`src/core/fpcs_pkg.sv`:
```
// package for the flash program command sequencer host controller
package fpcs_pkg;
  // wishbone register byte offsets
  localparam logic [7:0] REG_CTRL = 8'h00;
  localparam logic [7:0] REG_ADDR = 8'h04;
  localparam logic [7:0] REG_WDATA = 8'h08;
  localparam logic [7:0] REG_STATUS = 8'h0c;
  localparam logic [7:0] REG_RDATA = 8'h10;
  localparam logic [7:0] REG_PINS = 8'h14;
  // ctrl command codes (written to REG_CTRL bits 2:0)
  localparam logic [2:0] OP_NONE = 3'h0;
  localparam logic [2:0] OP_READ = 3'h1;
  localparam logic [2:0] OP_RESET = 3'h2;
  localparam logic [2:0] OP_PROGRAM = 3'h3;
  localparam logic [2:0] OP_IDENT = 3'h4;
  localparam logic [2:0] OP_SUSPEND = 3'h5;
  localparam logic [2:0] OP_RESUME = 3'h6;
  // status bit positions
  localparam int ST_BUSY = 0;
  localparam int ST_DONE = 1;
  localparam int ST_FAIL = 2;
  localparam int ST_SUSP = 3;
  localparam int ST_IDENT = 4;
  localparam int ST_REFUSED = 5;
  // pins register bit positions
  localparam int PIN_GUARD = 0;
  localparam int PIN_ACCEL = 1;
  // flash data bit positions
  localparam int POLL_BIT = 7;
  localparam int TOGGLE_BIT = 6;
  localparam int TLIMIT_BIT = 5;
  // command data codes (low byte only)
  localparam logic [7:0] CMD_SUSPEND = 8'hb0;
  localparam logic [7:0] CMD_RESUME = 8'h30;
  // identity query addresses
  localparam logic [21:0] ID_MAKER = 22'h000000;
  localparam logic [21:0] ID_DEVICE = 22'h000001;
  localparam logic [21:0] ID_EXT0 = 22'h00000e;
  localparam logic [21:0] ID_EXT1 = 22'h00000f;
  // bus strobe, suspend and resume timing
  localparam int CLK_MHZ = 200;
  localparam int STROBE_NS = 40;
  localparam int STROBE_CYC = (STROBE_NS * CLK_MHZ + 999) / 1000;
  localparam int SETUP_NS = 10;
  localparam int SETUP_CYC = (SETUP_NS * CLK_MHZ + 999) / 1000;
  localparam int RESUME_WAIT_US = 4;
  localparam int RESUME_WAIT_CYC = RESUME_WAIT_US * CLK_MHZ;
  localparam int EARLY_SUSP_US = 4;
  localparam int EARLY_SUSP_CYC = EARLY_SUSP_US * CLK_MHZ;
  localparam int SUSP_HALT_US = 1;
  localparam int SUSP_HALT_CYC = SUSP_HALT_US * CLK_MHZ;
endpackage

```
`src/core/fpcs_host.sv`:
```
// host controller that drives the flash command pins from wishbone orders
//
// The register offsets and the Wishbone interface to the registers were left to the implementer.
`timescale 1ns/10ps
module fpcs_host #(
  parameter int ADDR_W = 22,
  parameter logic [21:0] UNLOCK_A1 = 22'h000555,
  parameter logic [21:0] UNLOCK_A2 = 22'h0002aa,
  parameter logic [7:0] UNLOCK_D1 = 8'haa,
  parameter logic [7:0] UNLOCK_D2 = 8'h55,
  parameter logic [7:0] CMD_PGM = 8'ha0,
  parameter logic [7:0] CMD_IDQ = 8'h90,
  parameter logic [7:0] CMD_RST = 8'hf0,
  parameter logic [15:0] POLL_LIMIT = 16'hffff
) (
  // clock and reset
  input wire logic sys_clk,
  input wire logic sys_rst,
  // wishbone slave
  input wire logic wb_cyc_i,
  input wire logic wb_stb_i,
  input wire logic wb_we_i,
  input wire logic [7:0] wb_adr_i,
  input wire logic [3:0] wb_sel_i,
  input wire logic [31:0] wb_dat_i,
  output logic [31:0] wb_dat_o,
  output logic wb_ack_o,
  // flash pins
  output logic [21:0] flash_addr,
  input wire logic [15:0] flash_dq_in,
  output logic [15:0] flash_dq_out,
  output logic flash_dq_oe_n,
  output logic chip_select_n,
  output logic write_strobe_n,
  output logic output_gate_n,
  input wire logic done_pin,
  output logic sector_zero_guard_n,
  output logic accel_voltage_pin
);
  typedef enum logic [3:0] {
    FP_IDLE = 4'h0,
    FP_SETUP = 4'h1,
    FP_WLOW = 4'h3,
    FP_WHIGH = 4'h2,
    FP_NEXT = 4'h6,
    FP_RSETUP = 4'h7,
    FP_RLOW = 4'h5,
    FP_POLL = 4'h4,
    FP_WAIT = 4'hc
  } fpcs_state_e;

  typedef struct packed {
    fpcs_state_e st;
    logic [2:0] op;
    logic [1:0] step;
    logic [9:0] cnt;
    logic [15:0] polls;
    logic [21:0] addr;
    logic [15:0] wdata;
    logic [15:0] rdata;
    logic busy;
    logic done;
    logic fail;
    logic susp;
    logic ident;
    logic refused;
    logic early;
    logic [9:0] since_pgm;
    logic guard_n;
    logic accel;
    logic ack;
    logic [31:0] dat;
    logic [21:0] paddr;
    logic pend;
    logic [21:0] f_addr;
    logic [15:0] f_dq;
    logic f_oe_n;
    logic f_ce_n;
    logic f_we_n;
    logic f_og_n;
    logic [15:0] dq_s1;
    logic [15:0] dq_s2;
    logic rdy_s1;
    logic rdy_s2;
  } fpcs_s;

  fpcs_s r;
  fpcs_s n;

  // index of the last bus write in each ordered sequence
  function automatic logic [1:0] last_step(input logic [2:0] op);
    case (op)
      fpcs_pkg::OP_PROGRAM: last_step = 2'd3;
      fpcs_pkg::OP_IDENT: last_step = 2'd2;
      default: last_step = 2'd0;
    endcase
  endfunction

  // address and data of each write of a sequence
  function automatic logic [37:0] seq_word(input logic [2:0] op, input logic [1:0] step,
                                           input logic [21:0] a, input logic [15:0] d);
    logic [7:0] code;
    code = 8'h00;
    if (step == 2'd0) begin
      seq_word = {UNLOCK_A1, 8'h00, UNLOCK_D1};
    end else if (step == 2'd1) begin
      seq_word = {UNLOCK_A2, 8'h00, UNLOCK_D2};
    end else if (step == 2'd3) begin
      seq_word = {a, d};
    end else begin
      code = (op == fpcs_pkg::OP_PROGRAM) ? CMD_PGM : CMD_IDQ;
      seq_word = {UNLOCK_A1, 8'h00, code};
    end
    // single-write commands
    case (op)
      fpcs_pkg::OP_RESET: seq_word = {a, 8'h00, CMD_RST};
      fpcs_pkg::OP_SUSPEND: seq_word = {a, 8'h00, fpcs_pkg::CMD_SUSPEND};
      fpcs_pkg::OP_RESUME: seq_word = {a, 8'h00, fpcs_pkg::CMD_RESUME};
      default: begin
      end
    endcase
  endfunction

  always_comb begin
    logic [2:0] req;
    logic acc;
    logic [37:0] w;
    req = 3'h0;
    acc = 1'b0;
    w = 38'h0;
    n = r;
    n.ack = 1'b0;
    n.dq_s1 = flash_dq_in;
    n.dq_s2 = r.dq_s1;
    n.rdy_s1 = done_pin;
    n.rdy_s2 = r.rdy_s1;
    if (r.since_pgm != 10'h3ff) begin
      n.since_pgm = r.since_pgm + 10'd1;
    end
    // classic wishbone: one-cycle ack, then ack drops
    acc = wb_cyc_i && wb_stb_i && !r.ack;
    if (acc) begin
      n.ack = 1'b1;
      n.dat = 32'h0;
      case (wb_adr_i)
        fpcs_pkg::REG_CTRL: begin
          if (wb_we_i && wb_sel_i[0]) begin
            req = wb_dat_i[2:0];
          end
        end
        fpcs_pkg::REG_ADDR: begin
          if (wb_we_i && wb_sel_i[0]) n.addr[7:0] = wb_dat_i[7:0];
          if (wb_we_i && wb_sel_i[1]) n.addr[15:8] = wb_dat_i[15:8];
          if (wb_we_i && wb_sel_i[2]) n.addr[21:16] = wb_dat_i[21:16];
          n.dat = {10'h0, r.addr};
        end
        fpcs_pkg::REG_WDATA: begin
          if (wb_we_i && wb_sel_i[0]) n.wdata[7:0] = wb_dat_i[7:0];
          if (wb_we_i && wb_sel_i[1]) n.wdata[15:8] = wb_dat_i[15:8];
          n.dat = {16'h0, r.wdata};
        end
        fpcs_pkg::REG_STATUS: begin
          n.dat = {26'h0, r.refused, r.ident, r.susp, r.fail, r.done, r.busy};
          // writing ones clears done, fail and refused
          if (wb_we_i && wb_sel_i[0]) begin
            n.done = r.done & ~wb_dat_i[fpcs_pkg::ST_DONE];
            n.fail = r.fail & ~wb_dat_i[fpcs_pkg::ST_FAIL];
            n.refused = r.refused & ~wb_dat_i[fpcs_pkg::ST_REFUSED];
          end
        end
        fpcs_pkg::REG_RDATA: n.dat = {16'h0, r.rdata};
        fpcs_pkg::REG_PINS: begin
          // guard and accel levels may not change while a program runs
          if (wb_we_i && wb_sel_i[0] && !r.busy) begin
            n.guard_n = wb_dat_i[fpcs_pkg::PIN_GUARD];
            n.accel = wb_dat_i[fpcs_pkg::PIN_ACCEL];
          end
          n.dat = {29'h0, r.rdy_s2, r.accel, r.guard_n};
        end
        default: n.dat = 32'h0;
      endcase
    end
    // accept a new order only when idle and the order is legal now; a suspend while busy, not suspended and none held is held instead, except in the FP_POLL cycle
    if (req != fpcs_pkg::OP_NONE) begin
      if (req == fpcs_pkg::OP_SUSPEND && r.busy && !r.susp && !r.pend && r.st != FP_IDLE) begin
        // a suspend during a poll read is held until that read ends; one arriving in the FP_POLL cycle is dropped
        n.pend = 1'b1;
      end else if (r.st != FP_IDLE ||
          (req == fpcs_pkg::OP_PROGRAM && (r.susp || r.ident)) ||
          (req == fpcs_pkg::OP_IDENT && r.ident) ||
          (req == fpcs_pkg::OP_SUSPEND && (!r.busy || r.susp)) ||
          (req == fpcs_pkg::OP_RESUME && !r.susp)) begin
        n.refused = 1'b1;
      end else begin
        n.op = req;
        n.step = 2'd0;
        n.cnt = 10'd0;
        n.st = (req == fpcs_pkg::OP_READ) ? FP_RSETUP : FP_SETUP;
        if (req != fpcs_pkg::OP_READ) n.done = 1'b0;
      end
    end
    case (r.st)
      FP_IDLE: begin
      end
      FP_SETUP: begin
        w = seq_word(r.op, r.step, r.busy ? r.paddr : r.addr, r.wdata);
        n.f_addr = w[37:16];
        // command words carry a zero upper byte, program data is a full word
        n.f_dq = w[15:0];
        n.f_oe_n = 1'b0;
        n.f_og_n = 1'b1;
        n.f_ce_n = 1'b0;
        n.cnt = r.cnt + 10'd1;
        if (r.cnt >= 10'(fpcs_pkg::SETUP_CYC)) begin
          n.cnt = 10'd0;
          n.st = FP_WLOW;
        end
      end
      FP_WLOW: begin
        // address is stable before the strobe falls, data held past its rise
        n.f_we_n = 1'b0;
        n.cnt = r.cnt + 10'd1;
        if (r.cnt >= 10'(fpcs_pkg::STROBE_CYC)) begin
          n.cnt = 10'd0;
          n.f_we_n = 1'b1;
          n.st = FP_WHIGH;
        end
      end
      FP_WHIGH: begin
        n.cnt = r.cnt + 10'd1;
        if (r.cnt >= 10'(fpcs_pkg::SETUP_CYC)) begin
          n.cnt = 10'd0;
          n.f_ce_n = 1'b1;
          n.f_oe_n = 1'b1;
          n.st = FP_NEXT;
        end
      end
      FP_NEXT: begin
        if (r.step != last_step(r.op)) begin
          n.step = r.step + 2'd1;
          n.st = FP_SETUP;
        end else begin
          n.st = FP_IDLE;
          n.done = 1'b1;
          case (r.op)
            fpcs_pkg::OP_PROGRAM: begin
              n.busy = 1'b1;
              n.done = 1'b0;
              n.polls = 16'h0;
              n.since_pgm = 10'd0;
              n.early = 1'b0;
              n.f_addr = r.addr;
              n.paddr = r.addr;
              n.st = FP_RSETUP;
            end
            fpcs_pkg::OP_IDENT: n.ident = 1'b1;
            fpcs_pkg::OP_RESET: begin
              // leaving identity mode within a suspend keeps the suspend
              if (r.ident) begin
                n.ident = 1'b0;
              end else begin
                n.busy = 1'b0;
                n.susp = 1'b0;
              end
              n.fail = 1'b0;
            end
            fpcs_pkg::OP_SUSPEND: begin
              n.susp = 1'b1;
              n.early = (r.since_pgm < 10'(fpcs_pkg::EARLY_SUSP_CYC));
              n.cnt = 10'd0;
              n.done = 1'b0;
              n.st = FP_WAIT;
            end
            fpcs_pkg::OP_RESUME: begin
              n.susp = 1'b0;
              n.done = 1'b0;
              n.cnt = 10'd0;
              n.st = r.early ? FP_WAIT : FP_RSETUP;
            end
            default: begin
            end
          endcase
        end
      end
      FP_WAIT: begin
        n.cnt = r.cnt + 10'd1;
        if (r.susp && r.cnt >= 10'(fpcs_pkg::SUSP_HALT_CYC)) begin
          n.cnt = 10'd0;
          n.done = 1'b1;
          n.st = FP_IDLE;
        end else if (!r.susp && r.cnt >= 10'(fpcs_pkg::RESUME_WAIT_CYC)) begin
          n.cnt = 10'd0;
          n.early = 1'b0;
          n.st = FP_RSETUP;
        end
      end
      FP_RSETUP: begin
        n.f_addr = (r.busy && !r.susp) ? r.paddr : r.addr;
        n.f_we_n = 1'b1;
        n.f_oe_n = 1'b1;
        n.f_ce_n = 1'b0;
        n.f_og_n = 1'b0;
        n.cnt = 10'd0;
        n.st = FP_RLOW;
      end
      FP_RLOW: begin
        n.cnt = r.cnt + 10'd1;
        // two sampling flops plus access time
        if (r.cnt >= 10'(fpcs_pkg::STROBE_CYC + 2)) begin
          n.cnt = 10'd0;
          n.rdata = r.dq_s2;
          n.f_og_n = 1'b1;
          n.f_ce_n = 1'b1;
          n.st = (r.busy && !r.susp) ? FP_POLL : FP_IDLE;
          if (!r.busy || r.susp) n.done = 1'b1;
        end
      end
      FP_POLL: begin
        n.pend = 1'b0;
        if (r.rdata[fpcs_pkg::POLL_BIT] == r.wdata[fpcs_pkg::POLL_BIT]) begin
          n.busy = 1'b0;
          n.done = 1'b1;
          n.st = FP_IDLE;
        end else if (r.rdata[fpcs_pkg::TLIMIT_BIT] || r.polls == POLL_LIMIT) begin
          // error stays until software clears it in status or issues the reset order
          n.busy = 1'b0;
          n.fail = 1'b1;
          n.st = FP_IDLE;
        end else if (r.pend) begin
          // send the held suspend as a single command write
          n.op = fpcs_pkg::OP_SUSPEND;
          n.step = 2'd0;
          n.st = FP_SETUP;
        end else begin
          n.polls = r.polls + 16'h1;
          n.st = FP_RSETUP;
        end
      end
      default: n.st = FP_IDLE;
    endcase
  end

  always_ff @(posedge sys_clk or posedge sys_rst) begin
    if (sys_rst) begin
      r <= '{st: FP_IDLE, op: 3'h0, step: 2'd0, cnt: 10'd0, polls: 16'h0,
             addr: 22'h0, wdata: 16'h0, rdata: 16'h0, busy: 1'b0, done: 1'b0,
             fail: 1'b0, susp: 1'b0, ident: 1'b0, refused: 1'b0, early: 1'b0,
             since_pgm: 10'h3ff, guard_n: 1'b1, accel: 1'b0, ack: 1'b0,
             dat: 32'h0, f_addr: 22'h0, f_dq: 16'h0, f_oe_n: 1'b1, f_ce_n: 1'b1,
             f_we_n: 1'b1, f_og_n: 1'b1, dq_s1: 16'h0, dq_s2: 16'h0,
             rdy_s1: 1'b1, rdy_s2: 1'b1, paddr: 22'h0, pend: 1'b0};
    end else begin
      r <= n;
    end
  end

  assign wb_ack_o = r.ack;
  assign wb_dat_o = r.dat;
  assign flash_addr = r.f_addr;
  assign flash_dq_out = r.f_dq;
  assign flash_dq_oe_n = r.f_oe_n;
  assign chip_select_n = r.f_ce_n;
  assign write_strobe_n = r.f_we_n;
  assign output_gate_n = r.f_og_n;
  assign sector_zero_guard_n = r.guard_n;
  assign accel_voltage_pin = r.accel;
endmodule

```
`config.mk`:
```
export PLATFORM = sky130hd
export DESIGN_NAME = fpcs_host
export DESIGN_NICKNAME = d
export VERILOG_FILES = /design/src/core/fpcs_pkg.sv /design/src/core/fpcs_host.sv
export SDC_FILE = /design/constraint.sdc
export NUM_CORES = 1
export LEC_CHECK = 0
export BUFFER_PORTS_ARGS = -buffer_cell sky130_fd_sc_hd__buf_2
export CAP_MARGIN = 20
export CORE_ASPECT_RATIO = 1.4
export CORE_MARGIN = 1.5
export CORE_UTILIZATION = 35
export CTS_BUF_LIST = sky130_fd_sc_hd__clkbuf_2
export CTS_CLUSTER_SIZE = 28
export DETAILED_ROUTE_END_ITERATION = 16
export PLACE_DENSITY = 0.56
export SLEW_MARGIN = 20
export SYNTH_ARGS = -nofsm -noshare
export SYNTH_HDL_FRONTEND = slang
export SYNTH_SLANG_ARGS = --single-unit
```
`constraint.sdc`:
```
create_clock -name sys_clk -period 20.7 [get_ports sys_clk]
set_input_delay 6.21 -clock sys_clk [delete_from_list [all_inputs] [get_ports sys_clk]]
set_output_delay 6.21 -clock sys_clk [all_outputs]
set_load 0.05 [all_outputs]
```
# Word-level counts from Yosys, hierarchy flattened
# Cells that the tools add are included.
# W data, S select, Z words.
[word_totals]
out_inout_bits = 77
regBits = 240
in_bits = 66
[op_classes]
muxes = 103
n_lt_le_gt_ge = 6
n_reduce_logical = 66
n_addsub = 4
eq_ne = 44
bitwise_logic = 7
[op_table]
columns = ["operator", "count"]
rows = [
  ["$mux W38", 3],
  ["$pmux W38 S3", 1],
  ["$pmux W22 S5", 1],
  ["$mux W10", 9],
  ["$mux W22", 4],
  ["$pmux W22 S3", 1],
  ["$mux W16", 4],
  ["$pmux W10 S6", 1],
  ["$mux W19", 3],
  ["$pmux W4 S9", 1],
  ["$mux W33", 1],
  ["$mux W4", 8],
  ["$pmux W16 S2", 1],
  ["$reduce_and A3 Y1", 10],
  ["$mux W1", 28],
  ["$mux W3", 9],
  ["$mux W26", 1],
  ["$add A10 B1 Y10 const B", 2],
  ["$ge A10 B4 Y1 const B", 2],
  ["$mux W5", 4],
  ["$ne A2 B2 Y1 const B", 10],
  ["$eq A3 B3 Y1 const B", 6],
  ["$reduce_bool A3 Y1", 6],
  ["$logic_and A1 B1 Y1", 17],
  ["47 further kinds", 97],
]

# Depth between registers and ports, before layout
[depth]
word_depth = 17
depth_mapped = 9
ltp_nobuf = 7

# Least setup slack after synthesis
# OpenSTA, ideal clock, no wires.
[synth_path]
kind = "input to register"
start = "input wb_adr_i[4]"
end = "register r[175] (netlist name)"
setup_ps = 125
path_slack_ps = 12466
arrival_ps = 8109
path_stages = 7
path_cell_list = "or4_4 nor4b_4 and2b_1 buf_4 and4_4 buf_8 mux2_4"
[synth_between]
elab_chain_cells = 2
[synth_rtl]
columns = ["item", "line_no", "text"]
rows = [
  ["start: declaration", "fpcs_host.sv:23", "input wire logic [7:0] wb_adr_i,"],
  ["$eq A8 B4 Y1", "fpcs_host.sv:145", "case (wb_adr_i)"],
  ["$reduce_and A3 Y1 (no line)", "--", ""],
  ["end signal: assignment", "fpcs_host.sv:345", "r <= '{st: FP_IDLE, op: 3'h0, step: 2'd0, cnt: 10'd0, polls: 16'h0,"],
  ["end signal: assignment", "fpcs_host.sv:353", "r <= n;"],
  ["end: declaration", "fpcs_host.sv:87", "fpcs_s r;"],
]
# Every way passes these cells.
# A chain may end at the register's enable or synchronous reset.

# Worst setup path after layout
[layout_path]
start = "input wb_adr_i[4]"
end = "register r[178] (netlist name)"
# Same word-level chain as after synthesis.

==> metrics.md <==
| Metric | Value |
|---|---|
| Status | `finished, final reports clean` |
| Worst min-delay path class | `reg -> reg` |
| Post-synthesis simple-gate area fraction | `0.1680` |
| Post-synth EDFFs | `0` |
| Clock edge transition at the registers on the reported setup and hold paths | `100 ps` |
| Initial antenna violation count | `3` |
| Sequential element share of the synthesized area | `0.5170` |
| Mapped Area | `11170 µm²` |
| DRT iter0 DRCs | `~560` |
| Commonest non-fill, non-tap cell in the layout | `dfrtp_1` |
| Postcts setup bufs | `0` |
| Top-area cell type share of the netlist area | `0.4770` |
| Net Sw Frac | `0.3860` |
| Mux share of post-synthesis cell area | `0.07950` |
| Final Core Density | `0.3850` |
| Fraction of registers with async set/reset | `1.000` |
| Yosys warns | `0` |
| Htree depth | `2` |
| Xor/xnor share of the synthesized area | `0.01019` |
| GRT overflow | `0` |
| Flop pwr share | `0.474` |
| PD cells | `around 93 nW/µm²` |
| CTS Sinks | `230` |
| Worst EP required | `21490 ps` |
| Maximum clock insertion buffer count | `3` |
| Synth Area in Compound Gates | `0.1413` |
| Die span in x | `between 150 and 200 µm` |
| Max-slew headroom | `0.3267` |
| Power Total | `1.125 mW` |
| IO Port Bufs | `121` |
| Syn Area/Cell | `10.42 µm²` |
| Avg Vias per Cell | `5.396` |
| Reg2reg setup slack | `17600 ps` |
| Mapped Cells | `~1100` |
| CTS tree | `built` |
| Post-route cell area | `12130 µm²` |
| First-pass GRT wire length | `about 48 mm` |
| Post-route antenna net violation count | `0` |
| Final worst setup slack | `12500 ps` |
| Final Hold Viols | `0` |
| Top post-synthesis cells by area | `dfrtp_1 48%, mux2_2 6.2%, buf_4 4.8%` |
| Placed Area | `~12000 µm²` |
| Routed WL | `30.04 mm` |
| RSZ-0062 raised after global routing | `no` |
| Core area | `31500 µm²` |
| Initial Util | `0.3547` |
| Internal power | `690.8 µW` |
| Pin count of the biggest net entering global routing | `157` |
| Type of origin of the critical path | `input port` |
| Clock power frac | `0.268` |
| Wire per inst | `19.13 µm` |
| GP Congestion | `0.8302` |
| Flop and latch count out of synthesis | `230` |
| Worst hold slack | `342.0 ps` |
| Row Count | `77` |
| Max Freq | `roughly 0.12 GHz` |
| Setup tns final | `0 ps` |
| Total Routing Usage GR | `0.1846` |
| Hold-fix buffers, CTS | `0` |
| Root buf cell | `clkbuf_2` |
| Vias in the first global route | `8523` |
| Post-CTS sizing | `0` |
| Combinational share of power | `0.258` |
| Leading area contributor after synthesis | `dfrtp_1` |
| Max Cap Viol | `0` |
| Die extent in y | `roughly 210 µm` |
| Die area | `33020 µm²` |
| Main combinational cell family by area after synthesis | `simple AND/OR/NAND/NOR gates` |
| Period utilization | `0.3961` |
| TritonRoute pass-1 iters | `5` |
| Worst clock skew | `80.30 ps` |
| Crit path DAT | `8990 ps` |
| Fill cells | `3166` |
| CP Capture Type | `flip-flop` |
| Synth Flop Type | `dfrtp_1` |
| Min Tclk post-route | `8199 ps` |
| Worst-Margin Slew | `roughly 1000 ps` |
| Endpoints failing setup | `0` |
| Slew Limit Fails | `0` |
| LEAKAGE | `approximately 5.8 nW` |
| Post-synthesis adder-cell area fraction | `0.007838` |
| # DRC | `0` |
| CTS buffer count | `57` |
| Skew-Pair Late Insertion Delay | `920 ps` |
| VDD IR-drop max | `0.03634 mV` |
| Ratio of cells with drive above 1 in the final layout | `0.2796` |
| Dpl hpwl | `roughly 20 mm` |
| Worst slack, placed | `11630 ps` |
| Via Count | `8472` |
| Net switching power | `between 400 and 500 µW` |
| Commonest cells after routing, fill and taps aside | `213 x dfrtp_1, 138 x nand2_1, 121 x buf_2` |
| Nets | `1213` |
| Cells after DPL | `between 1000 and 1500` |
| Worst-path fanout max | `15` |
| IO Count | `about 140` |
| Synth unique cells | `81` |
| Layout Cells excl Fill | `1570` |
| Setup CP Type | `in -> reg` |
| Area growth syn-to-layout | `8.555%` |
[synthesized netlist by cell type (5+ instances only)]
master	number
a211oi_1	9
a21oi_1	51
a221oi_1	13
a222oi_1	10
a22o_1	12
a22oi_1	19
a31oi_1	10
and2_1	11
and3_1	11
and4_1	6
buf_4	71
clkbuf_1	54
dfrtp_1	213
dfstp_2	17
ha_1	7
inv_1	19
mux2_2	62
mux2_4	8
mux2i_1	7
nand2_1	138
nand2b_1	5
nand3_1	32
nand4_1	15
nor2_1	56
nor2b_1	14
nor3_1	17
nor4_1	7
o211a_1	5
o211ai_1	9
o21ai_0	47
o32ai_1	7
or3_1	8
xnor2_1	6
xor2_1	7
[flip-flops by register name (all words and copies together), names as in the netlist]
| name | count |
|---|---|
| wb_ack_o | 1 |
| write_strobe_n | 1 |
| n | 17 |
| wb_dat_o | 22 |
| flash_dq_out | 16 |
| chip_select_n | 1 |
| accel_voltage_pin | 1 |
| output_gate_n | 1 |
| r | 146 |
| sector_zero_guard_n | 1 |
| flash_addr | 22 |
| flash_dq_oe_n | 1 |
[layout make-up]
cell class,count,area [µm²],share of cell area
sequential,230,5777,0.4762
tap,395,494.2,0.04074
multi-input combinational,700,4607,0.3798
clock inverter,6,52.55,0.004332
timing repair buffer,130,673.1,0.05549
antenna,2,5.005,0.0004126
clock buffer,86,430.4,0.03548
inverter,21,91.34,0.007530
[logic make-up after synthesis]
family,after synthesis
xor+xnor,13
buf+inv,151
fa+ha+maj,7
compound gates,230
flops,230
other cells,1
mux,77
simple gates,363
[final timing paths]
kind | startpoint | cells after the start | endpoint
max in group asynchronous | sys_rst | 3 | r[235]
min in group asynchronous | sys_rst | 2 | r[223]
max reg2reg | r[232] | 7 | flash_addr[14]
min reg2reg | n[10] | 0 | r[10]
max | wb_adr_i[4] | 6 | r[178]
min | n[10] | 0 | r[10]
[power groups by stage]
stage | registers (mW) | logic (mW) | clock network (mW)
finish | 0.533 | 0.290 | 0.302
global route | 0.540 | 0.316 | 0.337
CTS | 0.534 | 0.292 | 0.316
detailed placement | 0.543 | 0.291 | 0
global placement | 0.542 | 0.288 | 0
floorplan | 0.526 | 0.261 | 0
[routing by layer]
metal  track usage  routed length [µm]
met1        0.2202               12030
met2        0.3297               15730
met3       0.03517                1521
met4       0.06472                 745
met5             0                   7
[worst max-delay path, stage by stage]
cell	delay, ps
buf_2	110
or4_4	570
nor4b_4	670
and2b_1	630
and4_4	450
mux2_4	320
No activity file was read; power rests on OpenSTA's default activity.
